File: src/core/hbc_pkg.sv
// package: constants and types for the h-bridge current chopper
package hbc_pkg;
    // ------------------------------------------------------------
    // timing
    // ------------------------------------------------------------
    localparam int CLK_MHZ = 200;
    localparam int PWM_KHZ = 50;
    localparam int PWM_PERIOD_CYC = (CLK_MHZ * 1000) / PWM_KHZ;
    localparam int BLANK_NS = 3750;
    localparam int BLANK_CYC = (BLANK_NS * CLK_MHZ + 999) / 1000;
    localparam int DEAD_NS = 400;
    localparam int DEAD_CYC = (DEAD_NS * CLK_MHZ + 999) / 1000;
    localparam int MIXED_PCT = 75;
    localparam int MIXED_CYC = (PWM_PERIOD_CYC * MIXED_PCT) / 100;
    localparam int OCP_NS = 3000;
    localparam int OCP_CYC = (OCP_NS * CLK_MHZ + 999) / 1000;
    localparam int CNT_W = 12;
    localparam int SENSE_GAIN = 5;
    localparam int LEVEL_W = 5;
    localparam int PCT_W = 7;
    localparam logic [PCT_W-1:0] PCT_FULL = 7'h64;

    // ------------------------------------------------------------
    // decay select and chopper state codes
    // ------------------------------------------------------------
    typedef enum logic [1:0] {
        HBC_DECAY_SLOW = 2'b00,
        HBC_DECAY_MIXED = 2'b01,
        HBC_DECAY_FAST = 2'b10
    } hbc_decay_t;

    typedef enum logic [2:0] {
        HBC_ST_OFF = 3'b000,
        HBC_ST_DEAD_DRIVE = 3'b001,
        HBC_ST_DRIVE = 3'b010,
        HBC_ST_DEAD_DECAY = 3'b011,
        HBC_ST_FAST = 3'b100,
        HBC_ST_SLOW = 3'b101,
        HBC_ST_IDLE = 3'b110
    } hbc_state_t;
endpackage

File: src/core/hbc_chopper.sv
// module: h-bridge pwm current chopper control logic
`timescale 1ns/100ps
// What this block does
// - enable low: both outputs high impedance
// - direction selects which output is high
// - trip stops drive for rest of period
// - each period starts driving until trip
// - trip when five times sense reaches scaled reference
// - five-bit code scales chopping current
// - codes 0-7 give 0 to 34 percent
// - codes 8-15 give 38 to 67 percent
// - codes 16-23 give 71 to 90 percent
// - codes 24-31 give 92 to 100 percent
// - fast decay reverses, then off near zero
// - slow decay turns both low sides on
// - decay pin low slow, open mixed, high fast
// - mixed: fast, then slow after 75 percent
// - sense ignored during blanking after drive start
// - logic reset clears state, bridge off
// - sleep disables bridge and freezes counters
// - persisting overcurrent latches off with fault
module hbc_chopper
    import hbc_pkg::*;
(
    // clock and reset
    input wire logic core_clk,
    input wire logic rst,
    // host control pins
    input wire logic logic_reset_n,
    input wire logic low_power_n,
    input wire logic bridge_enable_in,
    input wire logic direction_in,
    input wire logic [LEVEL_W-1:0] current_level,
    input wire logic decay_high,
    input wire logic decay_low,
    // analog stand-ins
    input wire logic [11:0] sense_mv,
    input wire logic [11:0] vref_mv,
    input wire logic zero_cross,
    input wire logic overcurrent_in,
    // bridge gate drive: high side and low side per leg
    output logic hs_a,
    output logic ls_a,
    output logic hs_b,
    output logic ls_b,
    output logic bridge_out_a_oe_n,
    output logic bridge_out_b_oe_n,
    // status
    output logic fault_flag_n,
    output logic overcurrent_shutdown,
    output logic [PCT_W-1:0] level_pct
);
    // ------------------------------------------------------------
    // state
    // ------------------------------------------------------------
    hbc_state_t state;
    hbc_state_t next_state;
    logic [CNT_W-1:0] period_cnt;
    logic [CNT_W-1:0] phase_cnt;
    logic [CNT_W-1:0] ocp_cnt;
    logic latched_off;
    logic tripped;
    logic dac_trip;
    logic [PCT_W-1:0] dac_pct;

    hbc_level_dac u_dac (
        .level_code(current_level),
        .sense_mv(sense_mv),
        .vref_mv(vref_mv),
        .level_pct(dac_pct),
        .trip(dac_trip)
    );

    // ------------------------------------------------------------
    // decode
    // ------------------------------------------------------------
    // pin read as two comparator levels; neither means the pin floats
    wire hbc_decay_t decay_mode = decay_low ? HBC_DECAY_SLOW :
                                  decay_high ? HBC_DECAY_FAST : HBC_DECAY_MIXED;
    // dead and blanking counts both run on phase_cnt, cleared on every state change except the drop to off in sleep
    wire hold = !logic_reset_n || rst;
    wire asleep = !low_power_n;
    wire run = bridge_enable_in && !latched_off;
    wire period_end = (period_cnt == CNT_W'(PWM_PERIOD_CYC - 1));
    wire past_mixed = (period_cnt >= CNT_W'(MIXED_CYC));
    wire dead_done = (phase_cnt >= CNT_W'(DEAD_CYC - 1));
    wire blank_done = (phase_cnt >= CNT_W'(BLANK_CYC - 1));
    wire sense_trip = dac_trip && blank_done;
    wire ocp_expired = (ocp_cnt >= CNT_W'(OCP_CYC - 1));
    wire want_slow = (decay_mode == HBC_DECAY_SLOW) ||
                     (decay_mode == HBC_DECAY_MIXED && past_mixed);

    always_comb begin
        next_state = state;
        unique case (state)
            HBC_ST_OFF, HBC_ST_IDLE: begin
                if (period_end) begin
                    next_state = HBC_ST_DEAD_DRIVE;
                end
            end
            HBC_ST_DEAD_DRIVE: begin
                if (dead_done) begin
                    next_state = HBC_ST_DRIVE;
                end
            end
            HBC_ST_DRIVE: begin
                if (sense_trip || period_end) begin
                    next_state = HBC_ST_DEAD_DECAY;
                end
            end
            HBC_ST_DEAD_DECAY: begin
                // drive cut by the period boundary, not by a trip: drive again
                if (period_end || (dead_done && !tripped)) begin
                    next_state = HBC_ST_DEAD_DRIVE;
                end else if (dead_done) begin
                    next_state = want_slow ? HBC_ST_SLOW : HBC_ST_FAST;
                end
            end
            HBC_ST_FAST: begin
                if (period_end) begin
                    next_state = HBC_ST_DEAD_DRIVE;
                end else if (want_slow) begin
                    // one leg swaps high side for low side here, so pass the off gap
                    next_state = HBC_ST_DEAD_DECAY;
                end else if (zero_cross) begin
                    next_state = HBC_ST_IDLE;
                end
            end
            HBC_ST_SLOW: begin
                if (period_end) begin
                    next_state = HBC_ST_DEAD_DRIVE;
                end
            end
            default: next_state = HBC_ST_OFF;
        endcase
    end

    // fast decay reverses the drive; direction is read every cycle, not held per state
    wire drive_fwd = (state == HBC_ST_DRIVE) && direction_in;
    wire drive_rev = (state == HBC_ST_DRIVE) && !direction_in;
    wire fast_fwd = (state == HBC_ST_FAST) && !direction_in;
    wire fast_rev = (state == HBC_ST_FAST) && direction_in;
    wire slow_on = (state == HBC_ST_SLOW);
    wire next_hs_a = drive_fwd || fast_fwd;
    wire next_ls_b = drive_fwd || fast_fwd || slow_on;
    wire next_hs_b = drive_rev || fast_rev;
    wire next_ls_a = drive_rev || fast_rev || slow_on;

    // ------------------------------------------------------------
    // sequential
    // ------------------------------------------------------------
    always_ff @(posedge core_clk) begin
        if (hold) begin
            state <= HBC_ST_OFF;
            period_cnt <= '0;
            phase_cnt <= '0;
            tripped <= 1'b0;
        end else if (asleep) begin
            // sleep freezes every counter; the period resumes where it stopped
            state <= HBC_ST_OFF;
        end else if (!run) begin
            // the period counter runs while disabled so the pwm grid stays fixed
            state <= HBC_ST_OFF;
            period_cnt <= period_end ? '0 : period_cnt + CNT_W'(1);
            phase_cnt <= '0;
            tripped <= 1'b0;
        end else begin
            state <= next_state;
            period_cnt <= period_end ? '0 : period_cnt + CNT_W'(1);
            phase_cnt <= (next_state != state) ? '0 : phase_cnt + CNT_W'(1);
            if (period_end) begin
                tripped <= 1'b0;
            end else if (state == HBC_ST_DRIVE && sense_trip) begin
                tripped <= 1'b1;
            end
        end
    end

    // overcurrent must persist before the latch; only a logic reset or rst clears it
    always_ff @(posedge core_clk) begin
        if (hold) begin
            ocp_cnt <= '0;
            latched_off <= 1'b0;
        end else if (!asleep) begin
            // count saturates so a long fault cannot wrap back below the limit
            ocp_cnt <= overcurrent_in ? (ocp_expired ? ocp_cnt : ocp_cnt + CNT_W'(1)) : '0;
            if (overcurrent_in && ocp_expired) begin
                latched_off <= 1'b1;
            end
        end
    end

    // gate drives are registered from the present state, one cycle behind it
    // a leg is released to high impedance whenever neither of its switches is on
    always_ff @(posedge core_clk) begin
        if (hold || asleep || !run) begin
            hs_a <= 1'b0;
            ls_a <= 1'b0;
            hs_b <= 1'b0;
            ls_b <= 1'b0;
            bridge_out_a_oe_n <= 1'b1;
            bridge_out_b_oe_n <= 1'b1;
        end else begin
            hs_a <= next_hs_a;
            ls_a <= next_ls_a;
            hs_b <= next_hs_b;
            ls_b <= next_ls_b;
            bridge_out_a_oe_n <= !(next_hs_a || next_ls_a);
            bridge_out_b_oe_n <= !(next_hs_b || next_ls_b);
        end
    end

    always_ff @(posedge core_clk) begin
        if (hold) begin
            fault_flag_n <= 1'b1;
            overcurrent_shutdown <= 1'b0;
            level_pct <= '0;
        end else begin
            // level_pct lets the host read back the decoded setting
            fault_flag_n <= !latched_off;
            overcurrent_shutdown <= latched_off;
            level_pct <= dac_pct;
        end
    end
endmodule

File: src/core/hbc_level_dac.sv
// module: current-level code to percent of full scale and trip compare
`timescale 1ns/100ps
module hbc_level_dac
    import hbc_pkg::*;
(
    // code and analog stand-ins
    input wire logic [LEVEL_W-1:0] level_code,
    input wire logic [11:0] sense_mv,
    input wire logic [11:0] vref_mv,
    // result
    output logic [PCT_W-1:0] level_pct,
    output logic trip
);
    logic [PCT_W-1:0] table_pct [0:31];
    assign table_pct = '{
        7'h00, 7'h05, 7'h0A, 7'h0F, 7'h14, 7'h18, 7'h1D, 7'h22,
        7'h26, 7'h2B, 7'h2F, 7'h33, 7'h38, 7'h3C, 7'h3F, 7'h43,
        7'h47, 7'h4A, 7'h4D, 7'h50, 7'h53, 7'h56, 7'h58, 7'h5A,
        7'h5C, 7'h5E, 7'h60, 7'h61, 7'h62, 7'h63, 7'h64, 7'h64
    };
    wire [23:0] lhs = 24'(sense_mv) * 24'(SENSE_GAIN) * 24'(PCT_FULL);
    wire [23:0] rhs = 24'(vref_mv) * 24'(level_pct);
    assign level_pct = table_pct[level_code];
    assign trip = (lhs >= rhs);
endmodule

File: config.mk
export PLATFORM = sky130hd
export DESIGN_NAME = hbc_chopper
export DESIGN_NICKNAME = d
export VERILOG_FILES = /design/src/core/hbc_pkg.sv /design/src/core/hbc_chopper.sv /design/src/core/hbc_level_dac.sv
export SDC_FILE = /design/constraint.sdc
export NUM_CORES = 1
export LEC_CHECK = 0
export ABC_AREA = 0
export BUFFER_PORTS_ARGS = -buffer_cell sky130_fd_sc_hd__buf_2
export CAP_MARGIN = 25
export CELL_PAD_IN_SITES_DETAIL_PLACEMENT = 0
export CELL_PAD_IN_SITES_GLOBAL_PLACEMENT = 1
export CORE_MARGIN = 4
export CORE_UTILIZATION = 35
export DETAILED_ROUTE_END_ITERATION = 8
export MAX_ROUTING_LAYER = met4
export PLACE_DENSITY = 0.62
export SKIP_CTS_REPAIR_TIMING = 1
export SKIP_LAST_GASP = 1
export SLEW_MARGIN = 5
export SYNTH_ARGS = -nofsm -noshare
export SYNTH_HDL_FRONTEND = slang
export SYNTH_HIERARCHICAL = 1
export SYNTH_SLANG_ARGS = --single-unit
File: constraint.sdc
create_clock -name core_clk -period 9.8 [get_ports core_clk]
set_input_delay 2.94 -clock core_clk [delete_from_list [all_inputs] [get_ports core_clk]]
set_output_delay 2.94 -clock core_clk [all_outputs]
set_load 0.03 [all_outputs]
==> results of run 1 <==
==> stage by stage <==
stage / util [%] / area [µm²]
after floorplan: - / 8250
after global placement: 41.3 / 9370
after detailed placement: 41.3 / 9370
after CTS: 41.9 / 9520
after global routing: 43.0 / 9760
final: 43.0 / 9760
==> cell families (layout without fill, tap and decap cells) <==
logic type | count (synthesis) | in the layout | synth area share (%)
AOI/OAI and AO/OA | 185 | 185 | 16.2
xor gates and xnor gates | 49 | 49 | 5.30
adders and majority gates | 199 | 199 | 36.3
buffers and inverters | 111 | 240 | 5.47
DFF | 56 | 56 | 13.8
muxes | 12 | 12 | 2.13
and+or+nand+nor | 324 | 324 | 20.8
==> final cells by class <==
| class | instances | area (µm²) |
|---|---|---|
| clock buffer | 5 | 125 |
| timing repair buffer | 144 | 995 |
| inverter | 88 | 337 |
| tap | 285 | 357 |
| fill | 2334 | 12900 |
| multi-input combinational | 769 | 6810 |
| sequential | 56 | 1120 |
| clock inverter | 3 | 22.5 |
==> path summary, 6_finish.rpt <==
kind	to	start	depth (start not counted)
hold reg to reg	ocp_cnt[11]	ocp_cnt[11]	1
hold / removal	ocp_cnt[11]	ocp_cnt[11]	1
setup reg to reg	phase_cnt[0]	phase_cnt[0]	7
setup / recovery	phase_cnt[0]	current_level[1]	38
==> synthesized netlist by cell type, types with 14 or more instances <==
cell type / instances / area, µm²
xor2_1: 22 / 193
nor3_1: 18 / 90.1
inv_1: 88 / 330
ha_1: 138 / 1730
nand2b_1: 14 / 87.6
nand2_1: 68 / 255
xnor2_1: 27 / 236
nand3_1: 30 / 150
nor2b_1: 30 / 188
a21oi_1: 46 / 230
and2_1: 53 / 332
nor2_1: 64 / 240
dfxtp_1: 56 / 1120
fa_1: 60 / 1200
clkbuf_1: 17 / 63.8
o21ai_0: 36 / 180
==> registers in the layout (all words and copies together), names as in the netlist <==
signal                cells
ocp_cnt                  12
period_cnt               12
phase_cnt                12
level_pct                 7
state                     3
bridge_out_a_oe_n         1
bridge_out_b_oe_n         1
fault_flag_n              1
hs_a                      1
hs_b                      1
latched_off               1
ls_a                      1
ls_b                      1
overcurrent_shutdown      1
tripped                   1
==> placed cells by master (no fill, tap or decap), types with 10 or more instances in the layout <==
cell	netlist	layout
ha_1	138	127
buf_4	0	83
inv_1	88	80
nand2_1	68	65
nor2_1	64	62
fa_1	60	59
dfxtp_1	56	56
buf_2	3	51
and2_1	53	49
a21oi_1	46	41
o21ai_0	36	33
nand3_1	30	29
xnor2_1	27	27
nor2b_1	30	26
xor2_1	22	22
nor3_1	18	18
nand2b_1	14	14
a31oi_1	13	13
a21o_1	13	13
o21a_1	12	12
or3_1	11	10
==> routing by layer <==
metal | vias to the layer above | global-route usage [%]
met5 | - | -
met4 | 0 | 2.39
met3 | 9 | 0.877
met2 | 57 | 24.1
met1 | 3213 | 20.3
li1 | 3513 | -
==> where the power goes <==
part	total [mW]	internal, mW	leakage (nW)	switching [mW]
Sequential	0.231	0.230	0.452	0.00114
Clock	0.183	0.0960	0.0742	0.0873
Combinational	2.40	1.20	3.96	1.20
==> reports/results.ini, run 1 <==
[outcome]
status = finished with violations
violations = setup timing

[cts]
cts_buffers = 5
cts-htree-levels = 2
cts_root_buf = clkbuf_16
path_clk_slew_ps = 80
cts.path.max_buffers = 2
cts_sinks = 56
clock_latency_ps = 300
cts_tree = yes

[timing]
slew-limit-headroom_pct = 36.0
clock_skew_ps = 6.34
setup_slack_ps = -408
hold_viol_final = 0
rsz0062_at_grt = yes
setup_viol = 12
fin_crit_ps = 10210
period_share_pct = 104
drv_slew = 0
holdWs_ps = 470
max_freq_ghz = 0.0980
setup_tns_ps = -4290
worst_slew_pin_slew_ps = 956

[place]
portBuffers = 53
post-place-cells = 1335
hpwl_um = 15200
post-place-ws_ps = -735
gp_congestion = 0.825

[logic_synthesis]
async_reset_ff_share_pct = 0
synth_area_mm2 = 0.00810
synth_warnings = 6
syn_nets = 1173
syn_inst = 936
ys_seq_area_share_pct = 13.8
synth-seq-cells = 56
synth_ff_type = dfxtp_1
synth_cell_types = 75
synth_edf_count = 0
avgSynthCellArea_um2 = 8.66

[global_route]
grt_antenna_before_repair = 0
grt_max_degree = 19
grt_pass1_vias = 6649
grt_util_all_layers_pct = 14.7
overflow = 0
grt_pass1_wl_um = 31600

[setup_path]
cp_data_required_time_ps = 10040
worstPathArrival_ps = 10440
max_stage_delay_ps = 560
reg2reg_slack_ps = 7400
crit_slowest_cell = mux4_2
worstPathMaxFanout = 6
crit_family = adder cells
critPathLaunchType = input port
endpoint_kind = flip-flop
critPathKind = in2reg
crit_buf_inv = 8

[job]
drv_cap = 0

[routing]
via_per_inst = 5.03
routed.top_layer = met4
first_pass_iters = 4
vias = 6792
wl_met2_um = 8440
drt_iter0_drc = 247
wl_met1_um = 9050
routed_wl_um = 18000
wl_per_cell_um = 13.3
antenna_left = 0
drcViolationCount = 0
routed-wl-met3_um = 327

[power_and_ir_drop]
leakage_nw = 4.49
ir_drop_mv = 0.229
fin_total_pwr_mw = 2.82
power_density_mw_per_mm2 = 288

[final_layout]
final_nets = 1301
instances_no_fill = 1350
syn_to_final_growth_pct = 20.5
drive_gt1_share_pct = 21.0
diodes = 0

[worst_hold_path]
hold_class = reg2reg

[floorplan]
io_pins = 54
fp.coreArea_mm2 = 0.0227
die_x_um = 160
die_h_um = 160
initial_core_util_pct = 35.7
fp-row-count = 55
dieArea_mm2 = 0.0256

No activity file was read; power rests on OpenSTA's default activity.
==> inputs of run 2 (changes only) <==
--- a/config.mk
+++ b/config.mk
@@ -5,7 +5,7 @@
 export SDC_FILE = /design/constraint.sdc
 export NUM_CORES = 1
 export LEC_CHECK = 0
-export ABC_AREA = 0
+export ABC_AREA = 1
 export BUFFER_PORTS_ARGS = -buffer_cell sky130_fd_sc_hd__buf_2
 export CAP_MARGIN = 25
 export CELL_PAD_IN_SITES_DETAIL_PLACEMENT = 0
@@ -14,7 +14,7 @@
 export CORE_UTILIZATION = 35
 export DETAILED_ROUTE_END_ITERATION = 8
 export MAX_ROUTING_LAYER = met4
-export PLACE_DENSITY = 0.62
+export PLACE_DENSITY = 0.65
 export SKIP_CTS_REPAIR_TIMING = 1
 export SKIP_LAST_GASP = 1
 export SLEW_MARGIN = 5
==> run 2 against run 1 <==
The flow now finishes without violations. Sequential cell count did not move. Non-clock buffer count fell by 75. Critical path type unchanged. Largest cell class unchanged. Worst hold slack got worse by 24 ps.
==> reports/results.ini, run 2 <==
[cts]
cts-htree-levels = 2  ; unchanged
cts_tree = yes
clock_latency_ps = 290  ; about the same
cts_root_buf = clkbuf_16
path_clk_slew_ps = 70  ; about the same
cts_sinks = 56  ; unchanged
cts.path.max_buffers = 2  ; unchanged
cts_buffers = 5  ; unchanged

[logic_synthesis]
synth_simple_gate_area_share_pct = 25.1  ; +4.4 points
synth_warnings = 6  ; unchanged
avgSynthCellArea_um2 = 7.25  ; -16%
synth-seq-cells = 56  ; unchanged
yosysMostFrequentCell = nand2_1
synth.area.top_cells = ha_1 (21%), fa_1 (15%), dfxtp_1 (14%)
synth_top_area_share_pct = 21.1  ; -0.22 points
yosysTopAreaCell = ha_1
async_reset_ff_share_pct = 0  ; unchanged
synth_ff_type = dfxtp_1
synth_fa_ha_area_share_pct = 35.8  ; -0.49 points
synth_top_family_by_area = adder cells
synth_cell_types = 49  ; -35%
synthXorXnorAreaFrac_pct = 4.71  ; -0.59 points
synth-compound-area-share_pct = 10.4  ; -5.8 points
synthMuxAreaShare_pct = 0  ; -2.1 points
ys_seq_area_share_pct = 13.7  ; -0.14 points
syn_nets = 1366  ; +16%
synthTopCellsByCount = nand2_1 (234), inv_1 (197), ha_1 (138)
synth_edf_count = 0  ; unchanged
synth_area_mm2 = 0.00819  ; +1.0%
syn_inst = 1129  ; +21%

[setup_path]
crit_end = phase_cnt[3]
endpoint_kind = flip-flop
path_depth = 39  ; +2.6%
crit_family = adder cells
crit_path_start = current_level[1]
critPathKind = in2reg
reg2reg_slack_ps = 7680  ; +280 ps
critPathLaunchType = input port
worstPathArrival_ps = 9540  ; -900 ps
max_stage_delay_ps = 550  ; about the same
worstReg2RegEnd = ocp_cnt[8]
crit_slowest_cell = fa_1
r2r-start = ocp_cnt[0]
cp_data_required_time_ps = 10030  ; about the same
crit_buf_inv = 7  ; -1
worstPathMaxFanout = 12  ; +6
crit_path_frequent_cell = nand2_1
r2r_cells = 15  ; +8

[power_and_ir_drop]
leakage_nw = 4.74  ; +5.5%
power_density_mw_per_mm2 = 273  ; -5.4%
fin_total_pwr_mw = 2.49  ; -12%
ir_drop_mv = 0.226  ; -1.0%

[final_layout]
diodes = 0  ; unchanged
syn_to_final_growth_pct = 11.3
fin_util_pct = 39.9  ; -3.1 points
final_cell_mix = nand2_1 (234), inv_1 (196), ha_1 (135)
final_common_cell = nand2_1
nFillCells = 2529  ; +8.4%
final_nets = 1434  ; +10%
drive_gt1_share_pct = 12.2  ; -8.8 points
top_regs = ocp_cnt x12, period_cnt x12, phase_cnt x12

[routing]
via_per_inst = 4.64  ; -7.8%
drcViolationCount = 0  ; unchanged
wl_per_cell_um = 12.4  ; -6.8%
vias = 7008  ; +3.2%
drt_iter0_drc = 333  ; +35%
first_pass_iters = 4  ; unchanged
antenna_left = 0  ; unchanged
routed_wl_um = 18800  ; +4.3%

[floorplan]
die_x_um = 161  ; +0.49%
dieArea_mm2 = 0.0259  ; +0.98%
fp-row-count = 55  ; unchanged
io_pins = 54  ; unchanged
initial_core_util_pct = 35.8  ; +0.15 points
fp.coreArea_mm2 = 0.0228  ; +0.61%
die_h_um = 161  ; +0.49%

[outcome]
status = complete, no violations

[worst_hold_path]
hold_class = reg2reg

[timing]
worst_slew_pin_slew_ps = 767  ; -189 ps
clock_skew_ps = 4.34  ; -2.00 ps
holdWs_ps = 446  ; -23.7 ps
slew-limit-headroom_pct = 48.5  ; +12 points
drv_slew = 0  ; unchanged
period_share_pct = 95.0  ; -9.2 points
fin_crit_ps = 9310  ; -900 ps
setup_slack_ps = 492  ; +900 ps
setup_viol = 0  ; -12
max_freq_ghz = 0.107  ; +9.7%
hold_viol_final = 0  ; unchanged

[place]
portBuffers = 53  ; unchanged
gp_congestion = 0.880  ; +6.7%
hpwl_um = 16000  ; +5.2%
post-place-ws_ps = -18.6  ; +717 ps

[global_route]
grt_pass1_vias = 6962  ; +4.7%
overflow = 0  ; unchanged
grt_max_degree = 28  ; +9
grt_pass1_wl_um = 32700  ; +3.3%
grt_util_all_layers_pct = 15.2  ; +0.54 points
grt_antenna_before_repair = 0  ; unchanged

[job]
drv_cap = 0  ; unchanged

run 2: cell count changes in the layout (fill, tap and decap cells not counted), sizes merged, moves of 13 or more:
cell / before / now
nor2: 65 / 134
buf: 144 / 69
nand2b: 14 / 0
a21oi: 48 / 68
nor2b: 30 / 0
nand3: 30 / 56
a21o: 14 / 1
nand2: 68 / 255
inv: 88 / 205
and2: 53 / 0
run 2: kinds of logic after synthesis:
| family | count (synthesis) |
|---|---|
| simple gates | 476 |
| flops | 56 |
| fa+ha+maj | 198 |
| xor+xnor | 44 |
| buf+inv | 215 |
| compound gates | 140 |
run 2: tightest hold or removal path, cell delays in order (launching register included):
cell and delay, ps:
dfxtp_1 300, inv_1 60, nor2_1 50
run 2: worst min path at each step:
| stage | startpoint | endpoint | slack, ps | depth (start not counted) |
|---|---|---|---|---|
| 6_report | latched_off | overcurrent_shutdown | 450 | 2 |
| 4_1_cts | latched_off | overcurrent_shutdown | 450 | 2 |
| 3_5_place_dp | latched_off | overcurrent_shutdown | 440 | 2 |
| 2_1_floorplan | ocp_cnt[10] | ocp_cnt[10] | 420 | 2 |
| 5_1_grt | ocp_cnt[10] | ocp_cnt[10] | 480 | 2 |
| 3_3_place_gp | ocp_cnt[10] | ocp_cnt[10] | 440 | 2 |
run 2: final cells by class:
type | instances | area (µm²) | area share, %
Clock inverter | 1 | 8.76 | 0.0961
Tap cell | 313 | 392 | 4.30
Timing Repair Buffer | 69 | 418 | 4.58
Multi-Input combinational cell | 858 | 6260 | 68.7
Clock buffer | 7 | 133 | 1.46
Sequential cell | 56 | 1120 | 12.3
Inverter | 207 | 782 | 8.58
run 2: report_power, final:
part	internal, mW	total (mW)	switching [mW]
clock	0.0958	0.179	0.0829
combinational	0.840	2.08	1.24
sequential	0.230	0.231	0.00108
run 2: through the flow:
step           cell area [µm²]  std cells  TNS [ps]
2_1_floorplan             8190       1129         0
3_3_place_gp              8900       1502         0
3_5_place_dp              8900       1502     -47.5
4_1_cts                   9050       1510         0
5_1_grt                   9110       1511     -8.43
6_report                  9110       1511         0
run 2: per-layer routing:
metal / GRT usage (%) / wire length [µm] / vias up / share of wire, %
met5: - / 0 / - / 0
met4: 2.56 / 159 / 0 / 0.85
met3: 0.770 / 290 / 9 / 1.5
met2: 25.7 / 8780 / 57 / 47
met1: 20.6 / 9520 / 3212 / 51
li1: - / - / 3730 / -
